[src/verilog/pcg_cfg.svh]
// Register offsets, reset values and field positions of the port block
`ifndef PCG_CFG_SVH
`define PCG_CFG_SVH
`define PCG_OFS_PINS 12'h000
`define PCG_OFS_LATCH 12'h004
`define PCG_OFS_DIR 12'h008
`define PCG_OFS_PERIPH 12'h00C
`define PCG_RST_DIR 8'hFF
`define PCG_RST_LATCH 8'h00
`define PCG_RST_PERIPH 8'h00
`define PCG_RST_CH2SEL 1'b1
`define PCG_BIT_TOSC 0
`define PCG_BIT_SPI 1
`define PCG_BIT_I2C 2
`define PCG_BIT_SER 3
`define PCG_BIT_SYNC 4
`define PCG_BIT_CH1 5
`define PCG_BIT_CH2 6
`define PCG_BIT_I2CST 7
`define PCG_BIT_CH2SEL 8
`define PCG_PERIPH_W 9
`endif

[src/verilog/pcg_pkg.sv]
// Types of the port block
package pcg_pkg;
    typedef struct packed {
        logic [7:0] latch;
        logic [7:0] dir;
        logic [8:0] periph;
        logic [7:0] pins_smp;
        logic [7:0] pad_out;
        logic [7:0] pad_oe;
        logic [31:0] prdata;
        logic pready;
        logic pslverr;
        logic [7:0] to_periph;
    } pcg_state_t;
    typedef struct packed {
        logic ch1_out;
        logic ch2_out;
        logic spi_sck_out;
        logic spi_sdo;
        logic i2c_scl_out;
        logic i2c_sda_out;
        logic ser_tx_out;
        logic ser_dt_out;
    } pcg_periph_out_t;
endpackage : pcg_pkg

[src/verilog/pcg_port.sv]
// Eight-pin port with direction, latch, APB access and peripheral pin mux
//
// Summary of operation
// - Eight pins, each individually input or output.
// - Direction bit one tri-states the pin driver.
// - Direction bit zero drives the latch value on the pin.
// - Latch register readable; reads return latch, not pins.
// - Reset makes all eight pins inputs.
// - SPI, I2C, serial and timer oscillator override direction to output or input.
// - Direction register reads return stored contents always.
// - Second channel uses pin 1 when its select bit is one.
// - Timer oscillator on pins 0 and 1 disables digital I/O.
// - Pin 0 feeds timer counter input when direction is one.
// - Pin 2 carries first channel output or capture input.
// - Pin 1 carries second channel output or capture input.
// - Pin 3 carries SPI clock output or input.
// - Pin 3 in I2C mode carries I2C clock out or in.
// - Pin 4 feeds SPI data input when direction is one.
// - Pin 4 in I2C mode drives I2C data and feeds input.
// - Pin 5 drives SPI data output when direction is zero.
// - Pin 6 drives serial transmit; forced output in sync mode too.
// - Pin 7 feeds serial receive; sync mode data bidirectional.
//
// Local design decisions: the register addresses and the APB register port.
`timescale 1ns/10ps
`default_nettype none
`include "pcg_cfg.svh"
module pcg_port #(
    parameter int PINS = 8
) (
    input wire logic mclk,
    input wire logic rst_n,
    input wire logic psel,
    input wire logic penable,
    input wire logic pwrite,
    input wire logic [11:0] paddr,
    input wire logic [31:0] pwdata,
    output logic [31:0] prdata,
    output logic pready,
    output logic pslverr,
    input wire logic [PINS-1:0] pad_in,
    output logic [PINS-1:0] pad_out,
    output logic [PINS-1:0] pad_oe,
    output logic [PINS-1:0] pin_to_periph,
    output logic timer_osc_active,
    input wire pcg_pkg::pcg_periph_out_t periph_out,
    input wire logic sync_drive_dt
);
    pcg_pkg::pcg_state_t s_q;
    pcg_pkg::pcg_state_t s_d;
    logic tosc;
    logic spi;
    logic i2c;
    logic ser;
    logic sync;
    logic [PINS-1:0] ovr_en;
    logic [PINS-1:0] ovr_val;
    logic [PINS-1:0] ovr_dir;
    logic [PINS-1:0] ovr_dir_val;
    logic [PINS-1:0] eff_dir;

    ////////////////////////////////////////////////////////////////////////
    // Peripheral override decode
    always_comb begin
        tosc = s_q.periph[`PCG_BIT_TOSC];
        spi = s_q.periph[`PCG_BIT_SPI] & ~s_q.periph[`PCG_BIT_I2C];
        i2c = s_q.periph[`PCG_BIT_I2C];
        ser = s_q.periph[`PCG_BIT_SER];
        sync = s_q.periph[`PCG_BIT_SYNC];
        ovr_en = '0;
        ovr_val = '0;
        ovr_dir = '0;
        ovr_dir_val = '0;
        if (s_q.periph[`PCG_BIT_CH2] && s_q.periph[`PCG_BIT_CH2SEL]) begin
            ovr_en[1] = 1'b1;
            ovr_val[1] = periph_out.ch2_out;
        end
        if (s_q.periph[`PCG_BIT_CH1]) begin
            ovr_en[2] = 1'b1;
            ovr_val[2] = periph_out.ch1_out;
        end
        if (spi) begin
            ovr_en[3] = 1'b1;
            ovr_val[3] = periph_out.spi_sck_out;
            ovr_en[5] = 1'b1;
            ovr_val[5] = periph_out.spi_sdo;
            ovr_dir[4] = 1'b1;
            ovr_dir_val[4] = 1'b1;
        end
        if (i2c) begin
            ovr_en[3] = 1'b1;
            ovr_val[3] = periph_out.i2c_scl_out;
            ovr_en[4] = 1'b1;
            ovr_val[4] = periph_out.i2c_sda_out;
            ovr_dir[4] = 1'b1;
            ovr_dir_val[4] = 1'b0;
        end
        if (ser) begin
            ovr_en[6] = 1'b1;
            ovr_val[6] = periph_out.ser_tx_out;
            ovr_dir[6] = 1'b1;
            ovr_dir_val[6] = 1'b0;
            if (sync) begin
                ovr_en[7] = 1'b1;
                ovr_val[7] = periph_out.ser_dt_out;
                ovr_dir[7] = 1'b1;
                ovr_dir_val[7] = ~sync_drive_dt;
            end else begin
                ovr_dir[7] = 1'b1;
                ovr_dir_val[7] = 1'b1;
            end
        end
        if (tosc) begin
            ovr_dir[1:0] = 2'b11;
            ovr_dir_val[1:0] = 2'b11;
        end
        eff_dir = (s_q.dir & ~ovr_dir) | (ovr_dir_val & ovr_dir);
    end

    ////////////////////////////////////////////////////////////////////////
    // Next state
    always_comb begin
        s_d = s_q;
        s_d.pready = psel & ~penable;
        s_d.pslverr = 1'b0;
        s_d.prdata = '0;
        s_d.pins_smp = pad_in;
        // Setup phase: decode and prepare the answer for the access phase
        if (psel && !penable) begin
            unique case (paddr)
                `PCG_OFS_PINS: s_d.prdata = {24'h00_0000, s_q.pins_smp};
                `PCG_OFS_LATCH: s_d.prdata = {24'h00_0000, s_q.latch};
                `PCG_OFS_DIR: s_d.prdata = {24'h00_0000, s_q.dir};
                `PCG_OFS_PERIPH: s_d.prdata = {23'h00_0000, s_q.periph};
                default: s_d.pslverr = 1'b1;
            endcase
            if (pwrite) begin
                s_d.prdata = '0;
            end
        end
        // Writes land only at the completing edge of the access phase
        if (psel && penable && s_q.pready && pwrite && !s_q.pslverr) begin
            unique case (paddr)
                `PCG_OFS_PINS: s_d.latch = pwdata[7:0];
                `PCG_OFS_LATCH: s_d.latch = pwdata[7:0];
                `PCG_OFS_DIR: s_d.dir = pwdata[7:0];
                `PCG_OFS_PERIPH: s_d.periph = pwdata[`PCG_PERIPH_W-1:0];
                default: s_d.pslverr = 1'b0;
            endcase
        end
        s_d.pad_oe = ~eff_dir;
        s_d.pad_out = (s_q.latch & ~ovr_en) | (ovr_val & ovr_en);
        s_d.to_periph = pad_in & eff_dir;
        if (tosc) begin
            s_d.pad_oe[1:0] = 2'b00;
            s_d.to_periph[1:0] = 2'b00;
        end
        if (i2c) begin
            s_d.to_periph[4] = pad_in[4];
        end
    end

    ////////////////////////////////////////////////////////////////////////
    // State register
    always_ff @(posedge mclk or negedge rst_n) begin
        if (!rst_n) begin
            s_q <= '0;
            s_q.dir <= `PCG_RST_DIR;
            s_q.latch <= `PCG_RST_LATCH;
            s_q.periph <= {`PCG_RST_CH2SEL, `PCG_RST_PERIPH};
        end else begin
            s_q <= s_d;
        end
    end

    assign prdata = s_q.prdata;
    assign pready = s_q.pready;
    assign pslverr = s_q.pslverr;
    assign pad_out = s_q.pad_out;
    assign pad_oe = s_q.pad_oe;
    assign pin_to_periph = s_q.to_periph;
    assign timer_osc_active = s_q.periph[`PCG_BIT_TOSC];

    ////////////////////////////////////////////////////////////////////////
    // Checks
    AST_RESET_INPUTS: assert property (@(posedge mclk)
        $rose(rst_n) |-> s_q.pad_oe == 8'h00)
        else $error("pins not inputs after reset");

    AST_RESET_DIR: assert property (@(posedge mclk)
        $rose(rst_n) |-> s_q.dir == `PCG_RST_DIR)
        else $error("direction not all inputs after reset");

    AST_RESET_IDLE: assert property (@(posedge mclk)
        $rose(rst_n) |-> !pready)
        else $error("ready high after reset");

    AST_DIR_ONE_TRISTATE: assert property (@(posedge mclk) disable iff (!rst_n)
        (eff_dir[5] && !tosc) |=> !pad_oe[5])
        else $error("driver enabled with direction one");

    AST_DIR0_TRISTATE: assert property (@(posedge mclk) disable iff (!rst_n)
        eff_dir[0] |=> !pad_oe[0])
        else $error("pin 0 driven with direction one");

    AST_DIR3_TRISTATE: assert property (@(posedge mclk) disable iff (!rst_n)
        eff_dir[3] |=> !pad_oe[3])
        else $error("pin 3 driven with direction one");

    AST_DIR7_TRISTATE: assert property (@(posedge mclk) disable iff (!rst_n)
        eff_dir[7] |=> !pad_oe[7])
        else $error("pin 7 driven with direction one");

    AST_OE_FOLLOWS_DIR: assert property (@(posedge mclk) disable iff (!rst_n)
        !tosc |=> pad_oe == ~$past(eff_dir))
        else $error("enables do not follow direction");

    AST_LATCH_DRIVE: assert property (@(posedge mclk) disable iff (!rst_n)
        (s_q.dir[0] == 1'b0 && !tosc) |=> (pad_oe[0] && pad_out[0] == $past(s_q.latch[0])))
        else $error("latch not driven");

    AST_LATCH_DRIVE_P5: assert property (@(posedge mclk) disable iff (!rst_n)
        (!s_q.dir[5] && !spi) |=> (pad_oe[5] && pad_out[5] == $past(s_q.latch[5])))
        else $error("pin 5 latch not driven");

    AST_LATCH_DRIVE_P6: assert property (@(posedge mclk) disable iff (!rst_n)
        (!s_q.dir[6] && !ser) |=> (pad_oe[6] && pad_out[6] == $past(s_q.latch[6])))
        else $error("pin 6 latch not driven");

    AST_OUT_FOLLOWS_LATCH: assert property (@(posedge mclk) disable iff (!rst_n)
        (s_q.periph[7:0] == 8'h00) |=> pad_out == $past(s_q.latch))
        else $error("drive value differs from latch");

    AST_LATCH_READ: assert property (@(posedge mclk) disable iff (!rst_n)
        (psel && !pready && !pwrite && paddr == `PCG_OFS_LATCH)
        |=> prdata[7:0] == $past(s_q.latch))
        else $error("latch read wrong");

    AST_LATCH_WRITE: assert property (@(posedge mclk) disable iff (!rst_n)
        (psel && penable && pready && pwrite && !pslverr && paddr == `PCG_OFS_LATCH)
        |=> s_q.latch == $past(pwdata[7:0]))
        else $error("latch write lost");

    AST_LATCH_KEEP: assert property (@(posedge mclk) disable iff (!rst_n)
        !(psel && penable && pwrite) |=> s_q.latch == $past(s_q.latch))
        else $error("latch changed without write");

    AST_UNMAPPED_ERR: assert property (@(posedge mclk) disable iff (!rst_n)
        (psel && !penable && paddr > `PCG_OFS_PERIPH) |=> (pslverr && prdata == 32'h0000_0000))
        else $error("unmapped access not refused");

    AST_READY_PULSE: assert property (@(posedge mclk) disable iff (!rst_n)
        (pready && penable) |=> !pready)
        else $error("ready stuck high");

    AST_PERIPH_WRITE: assert property (@(posedge mclk) disable iff (!rst_n)
        (psel && penable && pready && pwrite && !pslverr && paddr == `PCG_OFS_PERIPH)
        |=> s_q.periph == $past(pwdata[8:0]))
        else $error("peripheral control write lost");

    AST_SPI_DIR_OVR: assert property (@(posedge mclk) disable iff (!rst_n)
        spi |=> !pad_oe[4])
        else $error("SPI data pin not forced input");

    AST_SER_DIR_OVR: assert property (@(posedge mclk) disable iff (!rst_n)
        ser |=> pad_oe[6])
        else $error("serial pin not forced output");

    AST_DIR_READ: assert property (@(posedge mclk) disable iff (!rst_n)
        (psel && !pready && !pwrite && paddr == `PCG_OFS_DIR)
        |=> prdata[7:0] == $past(s_q.dir))
        else $error("direction read wrong");

    AST_DIR_WRITE: assert property (@(posedge mclk) disable iff (!rst_n)
        (psel && penable && pready && pwrite && !pslverr && paddr == `PCG_OFS_DIR)
        |=> s_q.dir == $past(pwdata[7:0]))
        else $error("direction write lost");

    AST_DIR_HOLD: assert property (@(posedge mclk) disable iff (!rst_n)
        !(psel && penable && pwrite) |=> s_q.dir == $past(s_q.dir))
        else $error("direction changed by override");

    AST_CH2_PIN_SEL: assert property (@(posedge mclk) disable iff (!rst_n)
        (s_q.periph[`PCG_BIT_CH2] && s_q.periph[`PCG_BIT_CH2SEL] && !tosc && !s_q.dir[1])
        |=> (pad_oe[1] && pad_out[1] == $past(periph_out.ch2_out)))
        else $error("second channel not on pin 1");

    AST_CH2_NO_SEL: assert property (@(posedge mclk) disable iff (!rst_n)
        !s_q.periph[`PCG_BIT_CH2SEL] |=> pad_out[1] == $past(s_q.latch[1]))
        else $error("second channel on pin 1 while deselected");

    AST_TOSC_OFF: assert property (@(posedge mclk) disable iff (!rst_n)
        tosc |=> pad_oe[1:0] == 2'b00)
        else $error("oscillator pins driven");

    AST_TOSC_NO_INPUT: assert property (@(posedge mclk) disable iff (!rst_n)
        tosc |=> pin_to_periph[1:0] == 2'b00)
        else $error("oscillator pins forwarded");

    AST_COUNTER_IN: assert property (@(posedge mclk) disable iff (!rst_n)
        (s_q.dir[0] && !tosc) |=> pin_to_periph[0] == $past(pad_in[0]))
        else $error("counter input not forwarded");

    AST_COUNTER_BLOCK: assert property (@(posedge mclk) disable iff (!rst_n)
        !s_q.dir[0] |=> !pin_to_periph[0])
        else $error("counter input forwarded while output");

    AST_CH1_OUT: assert property (@(posedge mclk) disable iff (!rst_n)
        (s_q.periph[`PCG_BIT_CH1] && !s_q.dir[2]) |=> pad_out[2] == $past(periph_out.ch1_out))
        else $error("first channel output lost");

    AST_CH1_CAPTURE: assert property (@(posedge mclk) disable iff (!rst_n)
        s_q.dir[2] |=> pin_to_periph[2] == $past(pad_in[2]))
        else $error("first channel capture lost");

    AST_CH2_CAPTURE: assert property (@(posedge mclk) disable iff (!rst_n)
        (s_q.dir[1] && !tosc) |=> pin_to_periph[1] == $past(pad_in[1]))
        else $error("second channel capture lost");

    AST_SPI_SCK_OUT: assert property (@(posedge mclk) disable iff (!rst_n)
        (spi && !s_q.dir[3]) |=> (pad_oe[3] && pad_out[3] == $past(periph_out.spi_sck_out)))
        else $error("SPI clock output lost");

    AST_SPI_SCK_IN: assert property (@(posedge mclk) disable iff (!rst_n)
        s_q.dir[3] |=> pin_to_periph[3] == $past(pad_in[3]))
        else $error("SPI clock input lost");

    AST_I2C_SCL_OUT: assert property (@(posedge mclk) disable iff (!rst_n)
        (i2c && !s_q.dir[3]) |=> pad_out[3] == $past(periph_out.i2c_scl_out))
        else $error("I2C clock output lost");

    AST_SPI_SDI: assert property (@(posedge mclk) disable iff (!rst_n)
        spi |=> pin_to_periph[4] == $past(pad_in[4]))
        else $error("SPI data input lost");

    AST_I2C_SDA_OUT: assert property (@(posedge mclk) disable iff (!rst_n)
        i2c |=> (pad_oe[4] && pad_out[4] == $past(periph_out.i2c_sda_out)))
        else $error("I2C data output lost");

    AST_I2C_SDA_IN: assert property (@(posedge mclk) disable iff (!rst_n)
        i2c |=> pin_to_periph[4] == $past(pad_in[4]))
        else $error("I2C data input lost");

    AST_SPI_SDO: assert property (@(posedge mclk) disable iff (!rst_n)
        (spi && !s_q.dir[5]) |=> pad_out[5] == $past(periph_out.spi_sdo))
        else $error("SPI data output lost");

    AST_SER_TX: assert property (@(posedge mclk) disable iff (!rst_n)
        ser |=> pad_out[6] == $past(periph_out.ser_tx_out))
        else $error("serial transmit lost");

    AST_SER_RX: assert property (@(posedge mclk) disable iff (!rst_n)
        (ser && !sync) |=> (!pad_oe[7] && pin_to_periph[7] == $past(pad_in[7])))
        else $error("serial receive lost");

    AST_SYNC_DT_OUT: assert property (@(posedge mclk) disable iff (!rst_n)
        (ser && sync && sync_drive_dt) |=> (pad_oe[7] && pad_out[7] == $past(periph_out.ser_dt_out)))
        else $error("sync data output lost");

    AST_SYNC_DT_IN: assert property (@(posedge mclk) disable iff (!rst_n)
        (ser && sync && !sync_drive_dt) |=> !pad_oe[7])
        else $error("sync data pin driven while receiving");

    AST_PIN_READ: assert property (@(posedge mclk) disable iff (!rst_n)
        (psel && !pready && !pwrite && paddr == `PCG_OFS_PINS)
        |=> prdata[7:0] == $past(s_q.pins_smp))
        else $error("pin read wrong");

    AST_PINS_WRITE: assert property (@(posedge mclk) disable iff (!rst_n)
        (psel && penable && pready && pwrite && !pslverr && paddr == `PCG_OFS_PINS)
        |=> s_q.latch == $past(pwdata[7:0]))
        else $error("port write did not reach latch");

    AST_PIN_SAMPLE: assert property (@(posedge mclk) disable iff (!rst_n)
        1'b1 |=> s_q.pins_smp == $past(pad_in))
        else $error("pin levels not sampled");

endmodule : pcg_port
`default_nettype wire

[config.mk]
export PLATFORM = sky130hd
export DESIGN_NAME = pcg_port
export DESIGN_NICKNAME = d
export VERILOG_FILES = /design/src/verilog/pcg_pkg.sv /design/src/verilog/pcg_port.sv
export VERILOG_INCLUDE_DIRS = /design/src /design/src/verilog
export SDC_FILE = /design/constraint.sdc
export NUM_CORES = 1
export LEC_CHECK = 0
export ABC_AREA = 1
export BUFFER_PORTS_ARGS = -buffer_cell sky130_fd_sc_hd__buf_2
export CAP_MARGIN = 10
export CORE_MARGIN = 2
export CORE_UTILIZATION = 45
export DETAILED_ROUTE_END_ITERATION = 7
export MAX_ROUTING_LAYER = met4
export PLACE_DENSITY = 0.74
export RECOVER_POWER = 25
export SLEW_MARGIN = 40
export SYNTH_ARGS = -nofsm -noshare
export SYNTH_HDL_FRONTEND = slang
export SYNTH_SLANG_ARGS = --single-unit
[constraint.sdc]
create_clock -name mclk -period 1.3 [get_ports mclk]
set_input_delay 0.065 -clock mclk [delete_from_list [all_inputs] [get_ports mclk]]
set_output_delay 0.065 -clock mclk [all_outputs]
set_load 0.005 [all_outputs]
==> flow_metrics.py <==
metrics = {
    "power": {
        "p_leak_nw": 2.05,
        "ir_drop_v": 0.000466,
        "pwr-share-seq_pct": 53.0,
        "power.share.clock_pct": 40.2,
        "p_switching_w": 0.000937,
        "pwr-share-comb_pct": 6.8,
        "p_sw_share_pct": 23.2,
        "p_per_area_nw_per_um2": 1010,
        "finalPower_w": 0.00404,
        "internal_power_w": 0.00310,
    },
    "logic_synthesis": {
        "ys_async_sr_fraction_pct": 100,
        "yosys_warnings": 0,
        "synth_top_area_share_pct": 44.6,
        "synth_largest_area_cell": "dfrtp_1",
        "synthFlopType": "dfrtp_1",
        "synth.most_common_cell": "nand2_1",
        "ys_ff_latch": 68,
        "netlist_top_cells_area": "dfrtp_1 (45%), buf_4 (13%), nand2_1 (7.3%)",
        "yosysSeqAreaShare_pct": 51.7,
        "synth_cell_types": 26,
        "avgSynthCellArea_um2": 9.71,
        "synth_edf_count": 0,
        "netlist_top_cells_count": "nand2_1 (64), dfrtp_1 (59), buf_4 (57)",
        "postSynthCellCount": 341,
        "syn_area_um2": 3310,
    },
    "global_routing": {
        "grt_usage_pct": 17.9,
        "grt_overflow": 0,
        "antenna_found_initial": 0,
        "grt_max_degree": 69,
        "grt_pass1_wl_um": 11000,
        "grt_pass1_vias": 2320,
    },
    "cts": {
        "clockBufferDepth": 2,
        "cts_tree": "yes",
        "insertion_delay_ns": 0.35,
        "cts.htree.levels": 3,
        "numCtsBuffers": 9,
        "clockRootBuffer": "clkbuf_8",
        "clk_pin_slew_worst_paths_ns": 0.07,
        "post_cts_buffers": 0,
        "clock_sinks": 68,
    },
    "floorplan": {
        "die-area_um2": 8060,
        "row_count": 31,
        "num_io_pins": 125,
        "chipWidth_um": 89.8,
        "die_h_um": 89.8,
        "start_util_pct": 46.2,
        "coreArea_um2": 7180,
    },
    "sta": {
        "worstMarginPinSlew_ns": 0.885,
        "min_period_ns": 1.23,
        "fin_crit_sh_pct": 94.3,
        "slew_viol_final": 0,
        "final_hold_viol_count": 0,
        "clock.fmax_mhz": 816,
        "fin_skew_ns": 0.00753,
        "max-slew-margin-rel_pct": 41.0,
        "setup_violations": 0,
        "final.setup.worst_slack_ns": 0.0740,
        "rsz0062_at_grt": "yes",
    },
    "cells_and_area": {
        "diodes": 0,
        "area_delta_synth_final_pct": 20.8,
        "post_route_cells_drive_above_1_share_pct": 33.4,
        "final_nets": 492,
        "fillers": 623,
    },
    "critical_path": {
        "path_cells": "nand4_1 > nor2_2 > buf_12 > nand3_4 > nand2_1 > o21ai_2",
        "cp-endpoint": "s_q[69]",
        "worst_path_max_delay_cell": "dfrtp_1",
        "end_kind": "flip-flop",
        "cp-start-kind": "flip-flop",
        "crit_arrival_ns": 1.46,
        "r2r_cells": 6,
        "worstSetupPathType": "flip-flop to flip-flop",
        "startpoint": "pready",
        "required_ns": 1.54,
        "r2r-end": "s_q[69]",
        "path_max_fanout": 13,
        "r2r-start": "pready",
        "rrSetupSlack_ns": 0.07,
        "crit_path_max_incr_delay_ns": 0.36,
    },
    "outcome": {
        "status": "complete, no violations",
    },
    "worst_hold_path": {
        "hp-class": "input port to flip-flop",
    },
    "place": {
        "place_ws_ns": -0.0224,
        "globalplace.congestion": 0.854,
        "dp_hpwl_um": 4340,
        "port_buffers": 78,
    },
    "routing": {
        "wire_per_inst_um": 12.6,
        "avgViaCountPerCell": 4.57,
        "wl_um": 6700,
        "antenna_left": 0,
        "via_count": 2424,
        "first_iter_violations": 141,
        "drc": 0,
        "drt_first_pass_iters": 4,
    },
    "job": {
        "drv_cap": 0,
    },
}
==> kinds of logic (layout without fill, tap and decap cells) <==
kind of cell	count (synthesis)	in the layout	share of synthesized area [%]
AND/OR/NAND/NOR	155	157	23.2
buffers and inverters	90	156	18.5
flip-flops	68	68	51.7
AO/OA/AOI/OAI	25	25	5.86
multiplexers	2	2	0.680
other	1	23	0.113
==> state kept, by name, summed over array words and instances (netlist names) <==
signal / count
i2c: 1
pad_oe: 8
pad_out: 8
pin_to_periph: 8
prdata: 9
pready: 1
pslverr: 1
s_q: 31
timer_osc_active: 1
==> power by group through the flow <==
stage | Sequential [W] | Clock (W) | Combinational, W
after floorplan | 0.00218 | 0 | 0.000122
after global placement | 0.00218 | 0 | 0.000208
after detailed placement | 0.00218 | 0 | 0.000212
after CTS | 0.00214 | 0.00166 | 0.000282
after global routing | 0.00214 | 0.00176 | 0.000307
final | 0.00214 | 0.00162 | 0.000275
==> routing by layer <==
layer,vias up,share of wire (%),track usage [%]
met3,8,6.3,5.62
met4,0,1.3,7.69
met5,-,0,-
li1,1181,-,-
met1,1145,43,21.1
met2,90,50,28.5
==> cell usage in the layout (no fill, tap or decap), types with 3 or more instances in the layout <==
cell	instances
nor2_4	4
dlygate4sd3_1	29
o21ai_2	17
nor2_1	28
buf_2	74
dfrtp_1	59
conb_1	23
dfstp_2	9
a21oi_1	3
inv_1	25
clkbuf_8	12
nand3_4	4
buf_12	3
nand2_2	5
nand2_1	64
clkbuf_1	5
nand3_1	43
buf_4	3
==> how the worst min path moves through the flow <==
stage / slack (ns) / cells after the start / start / endpoint
finish: 0.03 / 3 / sync_drive_dt / pad_oe[7]
global route: 0.01 / 3 / sync_drive_dt / pad_oe[7]
CTS: 0.01 / 3 / sync_drive_dt / pad_oe[7]
detailed placement: 0.11 / 2 / rst_n / pin_to_periph[1]
global placement: 0.11 / 2 / rst_n / s_q[59]
floorplan: -0.23 / 0 / rst_n / i2c
==> critical path, delay by kind of cell, from the launching register on <==
family,cells,cell delay (ns)
AOI/OAI and AO/OA,1,0.05
buffers and inverters,1,0.18
DFF,1,0.36
and+or+nand+nor,4,0.53
==> timing repair <==
item | in CTS | in global routing
endpoints found under the hold margin | 102 | 0
hold buffers | 29 | 0
gates cloned | 1 | 1
gates resized for setup | 1 | 2
endpoints found under the setup margin | 8 | 13
==> area by class of cell <==
class                   count  area [um^2]  share of cell area, %
clock buffers              13          169                   4.22
inverters                  26          100                   2.50
flip-flops and latches     68         1710                   42.8
multi-input cells         207         1110                   27.7
clock inverters             3         20.0                  0.500
well taps                  99          124                   3.10
repair buffers            114          766                   19.1
==> through the flow <==
step	cells	hold WS [ns]	utilization, %	instance area (um^2)	TNS [ns]
after global routing	530	0.0131	55.8	4000	0
final	530	0.0297	55.8	4000	0
after global placement	483	0.106	48.8	3500	-0.0239
after floorplan	363	-0.231	-	3390	0
after detailed placement	483	0.111	48.8	3500	-0.116
after CTS	529	0.0140	55.7	4000	0
Note: power is estimated with default switching activity, not from simulation.
